### src/design/tkm_map.vh
`ifndef TKM_MAP_VH
`define TKM_MAP_VH
// Global register byte addresses
`define TKM_A_TMR      12'h000
`define TKM_A_GCTL     12'h004
`define TKM_A_S16L     12'h008
`define TKM_A_S16H     12'h00c
`define TKM_A_FSEL     12'h010
// Per-module block: base plus module index times stride
`define TKM_A_MBASE    12'h040
`define TKM_A_MSTRIDE  12'h020
`define TKM_O_CNTL     5'h00
`define TKM_O_CNTH     5'h04
`define TKM_O_TRML     5'h08
`define TKM_O_TRMH     5'h0c
`define TKM_O_CTL0     5'h10
`define TKM_O_CTL1     5'h14
// Global control field positions
`define TKM_B_SLOTOV   6
`define TKM_B_START    5
`define TKM_B_CFOV     4
`define TKM_B_S16OV    3
`define TKM_B_SLOT_SOURCE_SELECT     2
// Slot timing
`define TKM_SLOT_SPAN  9'h100
`define TKM_SLOT_MULT  6'h20
`define TKM_RST8       8'h00
`define TKM_DIV_SLOT   2'h3
`endif

### src/design/tkm_ctrl.v
// Behaviour
// (RL1) Slot lasts (256 - preset) times 32 slot clocks.
// (RL2) Selected slot counter overflow sets slot flag and irq request.
// (RL3) Slot overflow stops oscillators and halts all counters.
// (RL4) Start low clears count, shared count, slot counters; preset kept.
// (RL5) Start rising edge runs counters and gates oscillator clocks in.
// (RL6) Any module count overflow sets sticky flag; software writes zero.
// (RL7) Shared count overflow sets sticky flag; software writes zero.
// (RL8) Source select 0 own slot counter, 1 module 0 counter.
// (RL9) Shared count clock is fsys divided by 1, 2, 4 or 8.
// (RL10) Two-bit key oscillator frequency select drives output.
// (RL11) Count values read as low/high bytes; writes ignored.
// (RL12) Ten-bit reference trim split over two registers.
// (RL13) Two-bit mux select routes one of four keys.
// (RL14) Per-module multi-frequency enable bit.
// (RL15) Per-module filter enable bit.
// (RL16) Hop control 0 uses software code, 1 hardware hopping.
// (RL17) Software frequency codes 000..111 drive oscillator select.
// (RL18) Unimplemented bits read as zero.
// (RL19) Slot clock from reference oscillator or fsys/4.
// (RL20) Oscillators enabled only while their enable bits are set.
// (RL21) Pin function select 0 general I/O, 1 touch key.
// (RL22) Module count parameterised two to three; module 0 owns globals.
//
// Our own choices: the register addresses and the AHB-Lite slave port.
`include "tkm_map.vh"
`timescale 1ns/1ps
`default_nettype none
module tkm_ctrl #(
  parameter NMOD = 3
) (
  input  wire             clk_sys,
  input  wire             rst_b,
  input  wire             hsel,
  input  wire [11:0]      haddr,
  input  wire [1:0]       htrans,
  input  wire             hwrite,
  input  wire [2:0]       hsize,
  input  wire [31:0]      hwdata,
  input  wire             hready,
  output wire [31:0]      hrdata,
  output wire             hreadyout,
  output wire             hresp,
  input  wire [NMOD-1:0]  key_osc_in,
  input  wire [NMOD-1:0]  ref_osc_in,
  output wire [NMOD-1:0]  key_osc_run,
  output wire [NMOD-1:0]  ref_osc_run,
  output wire [2*NMOD-1:0] key_mux_select,
  output wire [NMOD-1:0]  multi_freq_enable,
  output wire [NMOD-1:0]  filter_enable,
  output wire [NMOD-1:0]  hop_hw_control,
  output wire [3*NMOD-1:0] sw_freq_code,
  output wire [10*NMOD-1:0] ref_cap_trim,
  output wire [4*NMOD-1:0] pin_function_select,
  output wire [1:0]       key_osc_freq_select,
  output wire             touch_irq_request
);
  // ==========================================================
  // Helpers
  // Byte address of a register in module m; only the low byte is compared
  function [7:0] mod_addr;
    input integer m;
    input [4:0]   off;
    reg   [31:0]  full;
    begin
      full = `TKM_A_MBASE + m * `TKM_A_MSTRIDE + off;
      mod_addr = full[7:0];
    end
  endfunction

  // ==========================================================
  // Bus slave: zero wait state, always OKAY
  // No wait states: a write is captured in its data phase and lands at the
  // following edge, so a read right after it already sees the new value.
  // Size is not decoded; every register sits in the low byte of a word.
  reg        wr_pend_ff;
  reg [11:0] wr_addr_ff;
  wire       acc = hsel & hready & htrans[1];
  assign hreadyout = 1'b1;
  assign hresp     = 1'b0;
  always @(posedge clk_sys or negedge rst_b)
  begin
    if (!rst_b)
    begin
      wr_pend_ff <= 1'b0;
      wr_addr_ff <= 12'h000;
    end
    else
    begin
      wr_pend_ff <= acc & hwrite;
      wr_addr_ff <= haddr;
    end
  end
  wire [7:0] wd = hwdata[7:0];
  // Module blocks live below 0x100; higher addresses must not alias them
  wire       mwr = wr_pend_ff & (wr_addr_ff[11:8] == 4'h0);

  // ==========================================================
  // Global registers
  reg [7:0]  slot_timer_preset_ff;
  reg        start_ff;
  reg        start_d_ff;
  reg        slot_ov_ff;
  reg        cf_ov_ff;
  reg        s16_ov_ff;
  reg        slot_source_select_ff;
  reg [1:0]  s16_clk_sel_ff;
  reg [1:0]  fsel_ff;
  reg        irq_ff;
  reg [15:0] s16_cnt_ff;
  reg [2:0]  div_ff;
  reg        running_ff;

  // Per-module storage
  reg [7:0]  ctl0_ff [0:NMOD-1];
  reg [7:0]  ctl1_ff [0:NMOD-1];
  reg [9:0]  trim_ff [0:NMOD-1];
  reg [15:0] cnt_ff  [0:NMOD-1];
  reg [7:0]  tmr_ff  [0:NMOD-1];
  reg [4:0]  slot_ff [0:NMOD-1];
  reg [2:0]  kos_ff  [0:NMOD-1];
  reg [2:0]  ros_ff  [0:NMOD-1];
  reg [NMOD-1:0] slot_done_ff;

  // Start is kept delayed by one cycle so only a rising edge opens a window;
  // holding it high never restarts a finished slot.
  wire start_rise = start_ff & ~start_d_ff;
  wire gwr = wr_pend_ff & (wr_addr_ff == `TKM_A_GCTL);

  // Slot clock ticks: synchronised ref oscillator edge, or fsys/4
  wire [NMOD-1:0] ref_tick;
  wire [NMOD-1:0] key_tick;
  wire [NMOD-1:0] slot_tick;
  wire [NMOD-1:0] slot_wrap;
  wire [NMOD-1:0] cnt_wrap;
  genvar g;
  // (RL22) one copy per module
  // Key ticks come from the synchronised level, so a sense oscillator must
  // stay well below fsys/2 to be counted exactly.
  generate
    for (g = 0; g < NMOD; g = g + 1)
    begin : gm
      // Stage one may go metastable; only stages two and three are read
      // A rising edge counts when stage two is high and stage three is still low
      assign ref_tick[g] = ros_ff[g][1] & ~ros_ff[g][2];
      assign key_tick[g] = kos_ff[g][1] & ~kos_ff[g][2];
      // (RL19) slot clock select
      assign slot_tick[g] = ctl1_ff[g][7] ? (div_ff[1:0] == `TKM_DIV_SLOT) : ref_tick[g];
      // (RL1) 8+5 bit chain: timer from preset to 255, 32 passes
      assign slot_wrap[g] = slot_tick[g] & (tmr_ff[g] == 8'hff) & (slot_ff[g] == 5'h1f);
      assign cnt_wrap[g]  = key_tick[g] & (cnt_ff[g] == 16'hffff);
      // (RL20) oscillators gated by enables and the window
      assign key_osc_run[g] = ctl1_ff[g][4] & running_ff;
      assign ref_osc_run[g] = ctl1_ff[g][5] & running_ff;
      // (RL13) mux select
      assign key_mux_select[2*g+1:2*g] = ctl0_ff[g][7:6];
      // (RL14) multi-frequency
      assign multi_freq_enable[g] = ctl0_ff[g][5];
      // (RL15) filter
      assign filter_enable[g] = ctl0_ff[g][4];
      // (RL16) (RL17) software code, ignored under hardware hopping
      assign hop_hw_control[g] = ctl0_ff[g][3];
      assign sw_freq_code[3*g+2:3*g] = ctl0_ff[g][3] ? 3'h0 : ctl0_ff[g][2:0];
      // (RL12) trim code
      assign ref_cap_trim[10*g+9:10*g] = trim_ff[g];
      // (RL21) pin function
      assign pin_function_select[4*g+3:4*g] = ctl1_ff[g][3:0];
    end
  endgenerate

  // (RL8) (RL2) selected overflow: module 0 only, or all modules done
  // With own counters the window closes once the slowest module is done
  wire all_done = &(slot_done_ff | slot_wrap);
  wire slot_end = running_ff & (slot_source_select_ff ? slot_wrap[0] : all_done);
  wire any_cf   = running_ff & (|cnt_wrap);
  // (RL9) shared count divider
  // The divider runs free, so the first prescaled tick of a window may fall
  // up to seven cycles after the window opens.
  wire s16_tick = (s16_clk_sel_ff == 2'h0) ? 1'b1 :
                  (s16_clk_sel_ff == 2'h1) ? (div_ff[0] == 1'b1) :
                  (s16_clk_sel_ff == 2'h2) ? (div_ff[1:0] == 2'h3) : (div_ff == 3'h7);
  wire s16_wrap = running_ff & s16_tick & (s16_cnt_ff == 16'hffff);

  // ==========================================================
  // Global control
  always @(posedge clk_sys or negedge rst_b)
  begin
    if (!rst_b)
    begin
      slot_timer_preset_ff <= `TKM_RST8;
      start_ff       <= 1'b0;
      start_d_ff     <= 1'b0;
      slot_ov_ff     <= 1'b0;
      cf_ov_ff       <= 1'b0;
      s16_ov_ff      <= 1'b0;
      slot_source_select_ff        <= 1'b0;
      s16_clk_sel_ff <= 2'h0;
      fsel_ff        <= 2'h0;
      irq_ff         <= 1'b0;
      s16_cnt_ff     <= 16'h0000;
      div_ff         <= 3'h0;
      running_ff     <= 1'b0;
    end
    else
    begin
      div_ff     <= div_ff + 3'h1;
      start_d_ff <= start_ff;
      irq_ff     <= slot_end;
      if (wr_pend_ff & (wr_addr_ff == `TKM_A_TMR))
        slot_timer_preset_ff <= wd;
      if (wr_pend_ff & (wr_addr_ff == `TKM_A_FSEL))
        fsel_ff <= wd[1:0];
      if (gwr)
      begin
        start_ff       <= wd[`TKM_B_START];
        slot_source_select_ff        <= wd[`TKM_B_SLOT_SOURCE_SELECT];
        s16_clk_sel_ff <= wd[1:0];
      end
      // A software write of one also sets a flag; the hardware set wins
      // when both fall in one cycle.
      // (RL2) slot flag, set wins over software write
      if (slot_end)
        slot_ov_ff <= 1'b1;
      else if (gwr)
        slot_ov_ff <= wd[`TKM_B_SLOTOV];
      // (RL6) sticky module count overflow
      if (any_cf)
        cf_ov_ff <= 1'b1;
      else if (gwr)
        cf_ov_ff <= wd[`TKM_B_CFOV];
      // (RL7) sticky shared count overflow
      if (s16_wrap)
        s16_ov_ff <= 1'b1;
      else if (gwr)
        s16_ov_ff <= wd[`TKM_B_S16OV];
      // (RL4) (RL5) (RL3) run window
      if (!start_ff)
        running_ff <= 1'b0;
      else if (start_rise)
        running_ff <= 1'b1;
      else if (slot_end)
        running_ff <= 1'b0;
      if (!start_ff)
        s16_cnt_ff <= 16'h0000;
      else if (running_ff & s16_tick)
        s16_cnt_ff <= s16_cnt_ff + 16'h0001;
    end
  end

  // ==========================================================
  // Per-module registers and counters
  integer m;
  always @(posedge clk_sys or negedge rst_b)
  begin
    if (!rst_b)
    begin
      slot_done_ff <= {NMOD{1'b0}};
      for (m = 0; m < NMOD; m = m + 1)
      begin
        ctl0_ff[m] <= 8'h00;
        ctl1_ff[m] <= 8'h00;
        trim_ff[m] <= 10'h000;
        cnt_ff[m]  <= 16'h0000;
        tmr_ff[m]  <= 8'h00;
        slot_ff[m] <= 5'h00;
        kos_ff[m]  <= 3'h0;
        ros_ff[m]  <= 3'h0;
      end
    end
    else
    begin
      for (m = 0; m < NMOD; m = m + 1)
      begin
        kos_ff[m] <= {kos_ff[m][1:0], key_osc_in[m]};
        ros_ff[m] <= {ros_ff[m][1:0], ref_osc_in[m]};
        if (mwr & (wr_addr_ff[7:0] == mod_addr(m, `TKM_O_CTL0)))
          ctl0_ff[m] <= wd;
        if (mwr & (wr_addr_ff[7:0] == mod_addr(m, `TKM_O_CTL1)))
          ctl1_ff[m] <= wd & 8'hbf;
        if (mwr & (wr_addr_ff[7:0] == mod_addr(m, `TKM_O_TRML)))
          trim_ff[m][7:0] <= wd;
        if (mwr & (wr_addr_ff[7:0] == mod_addr(m, `TKM_O_TRMH)))
          trim_ff[m][9:8] <= wd[1:0];
        // (RL4) cleared while start is low; preset untouched
        if (!start_ff || start_rise)
        begin
          cnt_ff[m]       <= 16'h0000;
          slot_ff[m]      <= 5'h00;
          tmr_ff[m]       <= slot_timer_preset_ff;
          slot_done_ff[m] <= 1'b0;
        end
        // (RL3) counting only inside the window
        else if (running_ff)
        begin
          if (key_tick[m] & ctl1_ff[m][4])
            cnt_ff[m] <= cnt_ff[m] + 16'h0001;
          if (slot_tick[m] & ~slot_done_ff[m])
          begin
            if (tmr_ff[m] == 8'hff)
            begin
              tmr_ff[m]  <= slot_timer_preset_ff;
              slot_ff[m] <= slot_ff[m] + 5'h01;
            end
            else
              tmr_ff[m] <= tmr_ff[m] + 8'h01;
          end
          if (slot_wrap[m])
            slot_done_ff[m] <= 1'b1;
        end
      end
    end
  end

  // ==========================================================
  // Read mux; (RL11) counts read only, (RL18) unused bits zero
  reg        rd_pend_ff;
  reg [11:0] rd_addr_ff;
  reg [7:0]  rd_val;
  reg [31:0] hrdata_ff;
  integer    k;
  always @*
  begin
    rd_val = 8'h00;
    case (rd_addr_ff)
      `TKM_A_TMR:  rd_val = slot_timer_preset_ff;
      `TKM_A_GCTL: rd_val = {1'b0, slot_ov_ff, start_ff, cf_ov_ff, s16_ov_ff, slot_source_select_ff, s16_clk_sel_ff};
      `TKM_A_S16L: rd_val = s16_cnt_ff[7:0];
      `TKM_A_S16H: rd_val = s16_cnt_ff[15:8];
      `TKM_A_FSEL: rd_val = {6'h00, fsel_ff};
      default:     rd_val = 8'h00;
    endcase
    // Later matches override earlier ones; module blocks never overlap the
    // global offsets, so the order carries no meaning.
    for (k = 0; k < NMOD; k = k + 1)
    begin
      if (rd_addr_ff[7:0] == mod_addr(k, `TKM_O_CNTL)) rd_val = cnt_ff[k][7:0];
      if (rd_addr_ff[7:0] == mod_addr(k, `TKM_O_CNTH)) rd_val = cnt_ff[k][15:8];
      if (rd_addr_ff[7:0] == mod_addr(k, `TKM_O_TRML)) rd_val = trim_ff[k][7:0];
      if (rd_addr_ff[7:0] == mod_addr(k, `TKM_O_TRMH)) rd_val = {6'h00, trim_ff[k][9:8]};
      if (rd_addr_ff[7:0] == mod_addr(k, `TKM_O_CTL0)) rd_val = ctl0_ff[k];
      if (rd_addr_ff[7:0] == mod_addr(k, `TKM_O_CTL1)) rd_val = ctl1_ff[k];
    end
    if (rd_addr_ff[11:8] != 4'h0)
      rd_val = 8'h00;
  end
  always @(posedge clk_sys or negedge rst_b)
  begin
    if (!rst_b)
    begin
      rd_pend_ff <= 1'b0;
      rd_addr_ff <= 12'h000;
    end
    else
    begin
      rd_pend_ff <= acc & ~hwrite;
      rd_addr_ff <= haddr;
    end
  end
  // Read data decoded from the sampled address, valid in data phase
  // A mux of flops only: this keeps reads at zero wait states.
  always @*
    hrdata_ff = rd_pend_ff ? {24'h000000, rd_val} : 32'h00000000;
  assign hrdata = hrdata_ff;

  // ==========================================================
  // Outputs
  // (RL10) oscillator frequency select
  assign key_osc_freq_select = fsel_ff;
  // (RL2) one-cycle request per slot end
  assign touch_irq_request = irq_ff;
endmodule // tkm_ctrl
`default_nettype wire

### config.mk
export PLATFORM = sky130hd
export DESIGN_NAME = tkm_ctrl
export DESIGN_NICKNAME = d
export VERILOG_FILES = /design/src/design/tkm_ctrl.v
export VERILOG_INCLUDE_DIRS = /design/src /design/src/design
export SDC_FILE = /design/constraint.sdc
export NUM_CORES = 1
export LEC_CHECK = 0
export ABC_AREA = 1
export BUFFER_PORTS_ARGS = -buffer_cell sky130_fd_sc_hd__buf_2
export CAP_MARGIN = 20
export CORE_UTILIZATION = 41
export DETAILED_ROUTE_END_ITERATION = 6
export GPL_TIMING_DRIVEN = 0
export HOLD_SLACK_MARGIN = 0.08
export MAX_ROUTING_LAYER = met4
export PLACE_DENSITY = 0.63
export SYNTH_ARGS = -nofsm -noshare
export SYNTH_HDL_FRONTEND = slang
export SYNTH_SLANG_ARGS = --single-unit
### constraint.sdc
create_clock -name clk_sys -period 4.4 [get_ports clk_sys]
set_input_delay 0.22 -clock clk_sys [delete_from_list [all_inputs] [get_ports clk_sys]]
set_output_delay 0.22 -clock clk_sys [all_outputs]
set_load 0.02 [all_outputs]
# Word level (Yosys, flattened, before mapping)
# Index checks and enable logic that the tools add are counted.
totals:
  mem_bits_ro: 0
  n_memories: 0
  elab_cells: 279
  register_bits: 236
  latchBits: 0
  output_inout_bits: 109
  inputBits: 60
  ramBits: 0
classes:
  n_shift: 0
  div_mod_pow: 0
  addsub: 11
  reduce_logical: 36
  mul: 0
  order_cmp: 0
  n_eq_ne: 38
  muxes: 84
  n_bitwise: 64
ops:
  columns: ["cell", "n"]
  rows:
  - ["$mux 8", 32]
  - ["$mux 16", 11]
  - ["$eq 8x7->1 const B", 12]
  - ["$eq 8x8->1 const B", 9]
  - ["$add 16x1->16 const B", 4]
  - ["$eq 16x16->1 const B", 4]
  - ["$mux 5", 12]
  - ["$and 1x1->1", 52]
  - ["$pmux 8 s5", 1]
  - ["$reduce_bool 2->1", 16]
  - ["$mux 1", 25]
  - ["$add 8x1->8 const B", 3]
  - ["$eq 12x4->1 const B", 2]
  - ["$reduce_and 2->1", 9]
  - ["$add 5x1->5 const B", 3]
  - ["$eq 5x5->1 const B", 3]
  - ["$eq 12x3->1 const B", 1]
  - ["$eq 12x5->1 const B", 1]
  - ["$logic_not 12->1", 1]
  - ["$reduce_and 3->1", 4]
  - ["$not 1->1", 11]
  - ["$mux 3", 3]
  - ["$eq 2x2->1 const B", 2]
  - ["$logic_not 4->1", 1]
  - ["11 further kinds", 11]

# Logic depth before layout (Yosys ltp)
logic_depth:
  word_depth: 22
  mapped_depth: 19
  mapped_depth_nobuf: 19

# Worst setup path after synthesis
# OpenSTA, ideal clock, no wires.
synth_path:
  path_type: "flip-flop to output port"
  startpoint: "reg rd_addr_ff[1]"
  endpoint: "out hrdata[7]"
  arrival_ns: 1.940
  path_stages_with_launch: 18
  path_buffers: 0
  required_time_ns: 4.180
  setup_slack_ns: 2.240
  cell_sequence: "dfrtp_1 -> nor2_4 -> nand3_4 -> nor2_8 -> inv_2 -> o21ai_1 -> inv_1 -> nand4_1 -> o21ai_1 -> nand2_1 -> nand2_1 -> nand3_1 -> nand2_1 -> nand2_1 -> nand2_1 -> nand3_1 -> nand2_1 -> a21oi_1"
synth_between:
  elab_chain_cells: 22
  elab_cells_between_ends: 44
  cone_classes: "eq/ne: 22; mux: 21; reduce/logical: 1"
synth_rtl:
  columns: ["element", "line", "source"]
  rows:
  - ["start: declaration", "tkm_ctrl.v:317", "reg [11:0] rd_addr_ff;"]
  - ["start signal: assignment", "tkm_ctrl.v:356", "rd_addr_ff <= haddr;"]
  - ["$eq 12x5->1, or another cell as far along", "tkm_ctrl.v:324", "case (rd_addr_ff)"]
  - ["$pmux 8 s5", "tkm_ctrl.v:324", null]
  - ["$mux 8", "tkm_ctrl.v:336", "if (rd_addr_ff[7:0] == mod_addr(k, `TKM_O_CNTL)) rd_val = cnt_ff[k][7:0];"]
  - ["$mux 8", "tkm_ctrl.v:337", "if (rd_addr_ff[7:0] == mod_addr(k, `TKM_O_CNTH)) rd_val = cnt_ff[k][15:8];"]
  - ["$mux 8", "tkm_ctrl.v:338", "if (rd_addr_ff[7:0] == mod_addr(k, `TKM_O_TRML)) rd_val = trim_ff[k][7:0];"]
  - ["$mux 8", "tkm_ctrl.v:339", "if (rd_addr_ff[7:0] == mod_addr(k, `TKM_O_TRMH)) rd_val = {6'h00, trim_ff[k][9:8]};"]
  - ["$mux 8", "tkm_ctrl.v:340", "if (rd_addr_ff[7:0] == mod_addr(k, `TKM_O_CTL0)) rd_val = ctl0_ff[k];"]
  - ["$mux 8", "tkm_ctrl.v:341", "if (rd_addr_ff[7:0] == mod_addr(k, `TKM_O_CTL1)) rd_val = ctl1_ff[k];"]
  - ["[... 6 more ...]", null, null]
  - ["$mux 8", "tkm_ctrl.v:336", null]
  - ["$mux 8", "tkm_ctrl.v:337", null]
  - ["$mux 8", "tkm_ctrl.v:338", null]
  - ["$mux 8", "tkm_ctrl.v:339", null]
  - ["$mux 8", "tkm_ctrl.v:340", null]
  - ["$mux 8 *", "tkm_ctrl.v:341", null]
  - ["$mux 8 *", "tkm_ctrl.v:343", "if (rd_addr_ff[11:8] != 4'h0)"]
  - ["$mux 8 *", "tkm_ctrl.v:362", "hrdata_ff = rd_pend_ff ? {24'h000000, rd_val} : 32'h00000000;"]
  - ["end: declaration", "tkm_ctrl.v:41", "output wire [31:0] hrdata,"]
# Every way passes the cells marked *; elsewhere a longest branch is shown, timed or not.

# Final worst setup path
layout_path:
  startpoint: "reg rd_addr_ff[0]"
  endpoint: "out hrdata[7]"
# Same word-level chain as after synthesis.

==> impl_results.md <==
- Result of the run: finished clean
- H-tree lvl count: 1
- Post-detail-place hpwl: 27100 um
- CTS tree: built
- Storage cell area: about 5900 um^2
- Share of the clock period used by the worst path after layout: 79.2%
- Unrepaired setup endpoints after global routing: false
- Power after layout: 5.81 mW
- Number of enable-type register cells in the synthesized netlist: 0
- Leak pwr: 7.17 nW
- Shortest clock period the worst path allows after layout: ~3.5 ns
- Top cell type by total area after synthesis: sky130_fd_sc_hd__dfrtp_1
- Clock net sink count: approximately 240
- Biggest area contributors in the synthesized netlist: sky130_fd_sc_hd__dfrtp_1 48%, sky130_fd_sc_hd__nand2_1 10%, sky130_fd_sc_hd__o21ai_0 7.8%
- Post-placement cell count: 2064
- Root buf cell: sky130_fd_sc_hd__clkbuf_16
- Netlist cell types: 50
- Worst clock skew: 0.0169 ns
- Synth warn: 0
- Capturing element type of the critical path: primary output
- Worst path required time: about 4.2 ns
- Number of cells in the finished layout apart from fillers: 2143
- Clock transition time at the flip-flop clock pins of the worst setup and hold paths: 0.06 ns
- Number of top-level pins: 169
- Top cell type's share of synthesized area: 48.1%
- Share of async-settable or async-resettable flops after synthesis: 100%
- CP Class: register to primary output
- Classification of the worst-slack hold path: input port to register
- Iteration-0 DRC count of the detailed router: 846
- Final hold violation count: 0
- TritonCTS Buffers: 28
- Setup TNS: 0 ns
- Drt wl/cell: 17.3 um
- Final-stage net count: ~1800
- Worst hold slack after final layout: 0.137 ns
- Std-Cell Core Area: about 29000 um^2
- Count of buffers inserted at the top-level ports: around 110
- Largest net degree at the start of global routing: 93
- Count of final setup violators: 0
- Initial Util: 42.2%
- Final core utilization: 50.6%
- Routed Antenna Nets: 0
- Proportion of layout cells with a drive suffix above 1: 16.9%
- Multi-input gate area: 5100 um^2
- Power density normalized to cell area: 395 nW/um^2
- Register bit count reported by yosys: 236
- Detailed Route WL: 37000 um
- Synthesized instance count: 1540
- Arrival time worst endpoint: 3.27 ns
- Sequential fraction of the synthesis area: ~48%
- Post-synth design cell area: 12300 um^2
- Peak supply drop: 0.000324 V
- Total routing resource utilization after global routing: between 20% and 30%
- Via count: 11100
- Row cnt: 62
- Synth Flop Type: sky130_fd_sc_hd__dfrtp_1
- Die height: 175 um
- Fmax achieved: around 290 MHz
- DIE AREA: ~31000 um^2
- Die width: 175 um
- Buffers from clock root to sink, at most: 3
- RD Place Congestion: between 0.9 and 1
- GRT Residual Overflow: 0
- Antenna violations before repair: 0
- Insertion delay of the later-clocked pin in the worst-skew pair: ~0.55 ns
- Relative max-transition margin: 37.1%
- Routed via count divided by cell count: 5.17
- Post-CTS setup buffer count: 0
- Largest fanout on the critical path: 5
- Quantity of hold-fixing buffers added after cts: 28
- Vias in the first global route: 10600
- Global-route wire length before repair: 58300 um
- Pins Over Slew Limit: 0
- Area growth from synthesis to final layout: 19.9%
- DRC viols: 0
- N_diodes: 0
- Worst slew pin tran: 0.944 ns
- Startpoint type of the worst setup path: register
- 1st-pass router iterations: 5
- Max-cap violations: 0
- Filler cell count in the final layout: 2835
- Cts repair resizes: 0
- Average cell area after synthesis: ~8.0 um^2
==> logic make-up after synthesis <==
family	synth area share, %
flops	48.1
simple gates	23.3
fa+ha+maj	1.53
buf+inv	11.0
compound gates	15.5
other cells	0.0612
xor+xnor	0.357
mux	0.0815
==> routing by layer <==
metal | global-route usage, % | part of all wire, % | routed length, um | vias to the layer above
met1 | 33.5 | 45 | 16500 | 5271
met5 | - | 0 | 0 | -
met3 | 2.92 | 5.5 | 2030 | 57
met2 | 40.5 | 47 | 17400 | 374
met4 | 7.03 | 2.8 | 1020 | 0
li1 | - | - | - | 5379
==> power breakdown <==
group	internal (mW)	switching, mW	leakage, nW
logic	0.304	0.501	4.10
registers	2.41	0.223	2.60
clock network	1.44	0.934	0.467
==> per-stage QoR <==
stage	instance area, um^2	setup slack, ns
after floorplan	12400	2.24
after global placement	13400	-1.24
after detailed placement	13500	1.50
after CTS	14700	0.904
after global routing	14700	0.815
final	14700	0.914
==> cell usage after synthesis, types with 2 or more instances <==
library cell / number
sky130_fd_sc_hd__o2111ai_1: 2
sky130_fd_sc_hd__dfrtp_1: 236
sky130_fd_sc_hd__nand3_2: 4
sky130_fd_sc_hd__o21ai_0: 191
sky130_fd_sc_hd__o221ai_1: 2
sky130_fd_sc_hd__nand3_4: 2
sky130_fd_sc_hd__or2_2: 9
sky130_fd_sc_hd__nand2_1: 331
sky130_fd_sc_hd__nor2_1: 110
sky130_fd_sc_hd__buf_4: 54
sky130_fd_sc_hd__inv_2: 15
sky130_fd_sc_hd__clkbuf_1: 29
sky130_fd_sc_hd__xor2_1: 5
sky130_fd_sc_hd__nor3_1: 29
sky130_fd_sc_hd__inv_1: 198
sky130_fd_sc_hd__nor3_2: 5
sky130_fd_sc_hd__ha_1: 15
sky130_fd_sc_hd__conb_1: 2
sky130_fd_sc_hd__a21oi_2: 2
sky130_fd_sc_hd__nand4_1: 20
sky130_fd_sc_hd__a31oi_1: 12
sky130_fd_sc_hd__o21ai_1: 8
sky130_fd_sc_hd__buf_2: 5
sky130_fd_sc_hd__nor2_4: 8
sky130_fd_sc_hd__nor2_2: 13
sky130_fd_sc_hd__nand2_4: 2
sky130_fd_sc_hd__a21oi_1: 89
sky130_fd_sc_hd__o22ai_1: 15
sky130_fd_sc_hd__or2_0: 6
sky130_fd_sc_hd__a221oi_1: 5
sky130_fd_sc_hd__a211oi_1: 13
sky130_fd_sc_hd__nor2_8: 2
sky130_fd_sc_hd__o31ai_1: 2
sky130_fd_sc_hd__nor4_1: 8
sky130_fd_sc_hd__a311oi_1: 2
sky130_fd_sc_hd__nand2_2: 11
sky130_fd_sc_hd__nand3_1: 63
sky130_fd_sc_hd__o211ai_1: 3
==> worst max-delay path: stages, from the launching register on <==
cell and delay, ns:
sky130_fd_sc_hd__dfrtp_1 0.40, sky130_fd_sc_hd__inv_1 0.07, sky130_fd_sc_hd__nand2_1 0.05, sky130_fd_sc_hd__nor2_1 0.41, sky130_fd_sc_hd__nand2_2 0.16, sky130_fd_sc_hd__o21ai_0 0.38
sky130_fd_sc_hd__inv_1 0.08, sky130_fd_sc_hd__nand4_1 0.08, sky130_fd_sc_hd__o21ai_1 0.09, sky130_fd_sc_hd__nand2_1 0.08, sky130_fd_sc_hd__nand2_1 0.09, sky130_fd_sc_hd__nand3_1 0.09
sky130_fd_sc_hd__nand2_1 0.07, sky130_fd_sc_hd__nand2_1 0.05, sky130_fd_sc_hd__nand2_1 0.06, sky130_fd_sc_hd__nand3_1 0.08, sky130_fd_sc_hd__nand2_1 0.09, sky130_fd_sc_hd__a21oi_1 0.19
sky130_fd_sc_hd__buf_2 0.20
==> area by class of cell <==
cell class	count	area share, %
tap	384	3.26
sequential	236	40.1
buffer	89	3.74
clock inverter	9	0.757
inverter	214	5.47
timing repair buffer	144	6.22
multi-input combinational	1025	34.7
clock buffer	42	5.73
==> path summary, 6_finish.rpt <==
kind,start,end,slack (ns),cells past startpoint
max,rd_addr_ff[0],hrdata[7],0.91,18
min,hwdata[1],ctl0_ff[9],0.14,3
max reg2reg,start_ff,cnt_ff[39],1.64,6
min reg2reg,ros_ff[6],ros_ff[7],0.35,0
max in group asynchronous,rst_b,pin_function_select[4],2.98,4
min in group asynchronous,rst_b,tmr_ff[2],0.20,2
==> placed cells by master (no fill, tap or decap), types with 8 or more instances in the layout <==
| cell type | n |
|---|---|
| sky130_fd_sc_hd__nor3_1 | 29 |
| sky130_fd_sc_hd__nor4_1 | 8 |
| sky130_fd_sc_hd__nor2_4 | 8 |
| sky130_fd_sc_hd__buf_2 | 118 |
| sky130_fd_sc_hd__nor2_1 | 110 |
| sky130_fd_sc_hd__dlygate4sd3_1 | 28 |
| sky130_fd_sc_hd__a31oi_1 | 12 |
| sky130_fd_sc_hd__inv_2 | 15 |
| sky130_fd_sc_hd__clkbuf_8 | 9 |
| sky130_fd_sc_hd__a21oi_1 | 89 |
| sky130_fd_sc_hd__nand3_1 | 63 |
| sky130_fd_sc_hd__dfrtp_1 | 236 |
| sky130_fd_sc_hd__o21ai_0 | 191 |
| sky130_fd_sc_hd__or2_2 | 9 |
| sky130_fd_sc_hd__nand2_2 | 11 |
| sky130_fd_sc_hd__buf_4 | 54 |
| sky130_fd_sc_hd__inv_1 | 198 |
| sky130_fd_sc_hd__o21ai_1 | 8 |
| sky130_fd_sc_hd__clkbuf_1 | 34 |
| sky130_fd_sc_hd__clkbuf_16 | 28 |
| sky130_fd_sc_hd__o22ai_1 | 15 |
| sky130_fd_sc_hd__ha_1 | 15 |
| sky130_fd_sc_hd__nor2_2 | 13 |
| sky130_fd_sc_hd__a211oi_1 | 13 |
| sky130_fd_sc_hd__nand4_1 | 20 |
| sky130_fd_sc_hd__conb_1 | 26 |
| sky130_fd_sc_hd__nand2_1 | 331 |
==> sequential cells by signal, indices dropped and copies added, names as in the netlist, 2 cells and up <==
name and cells:
s16_clk_sel_ff 2, slot_ff 15, tmr_ff 24, ros_ff 9, s16_cnt_ff 16, filter_enable 3, key_mux_select 6, cnt_ff 48
slot_done_ff 3, slot_timer_preset_ff 8, key_osc_freq_select 2, multi_freq_enable 3, ctl0_ff 9, ctl1_ff 9, kos_ff 9, ref_cap_trim 30
div_ff 3, pin_function_select 12, hop_hw_control 3, rd_addr_ff 12
(Power assumes the default switching activity.)
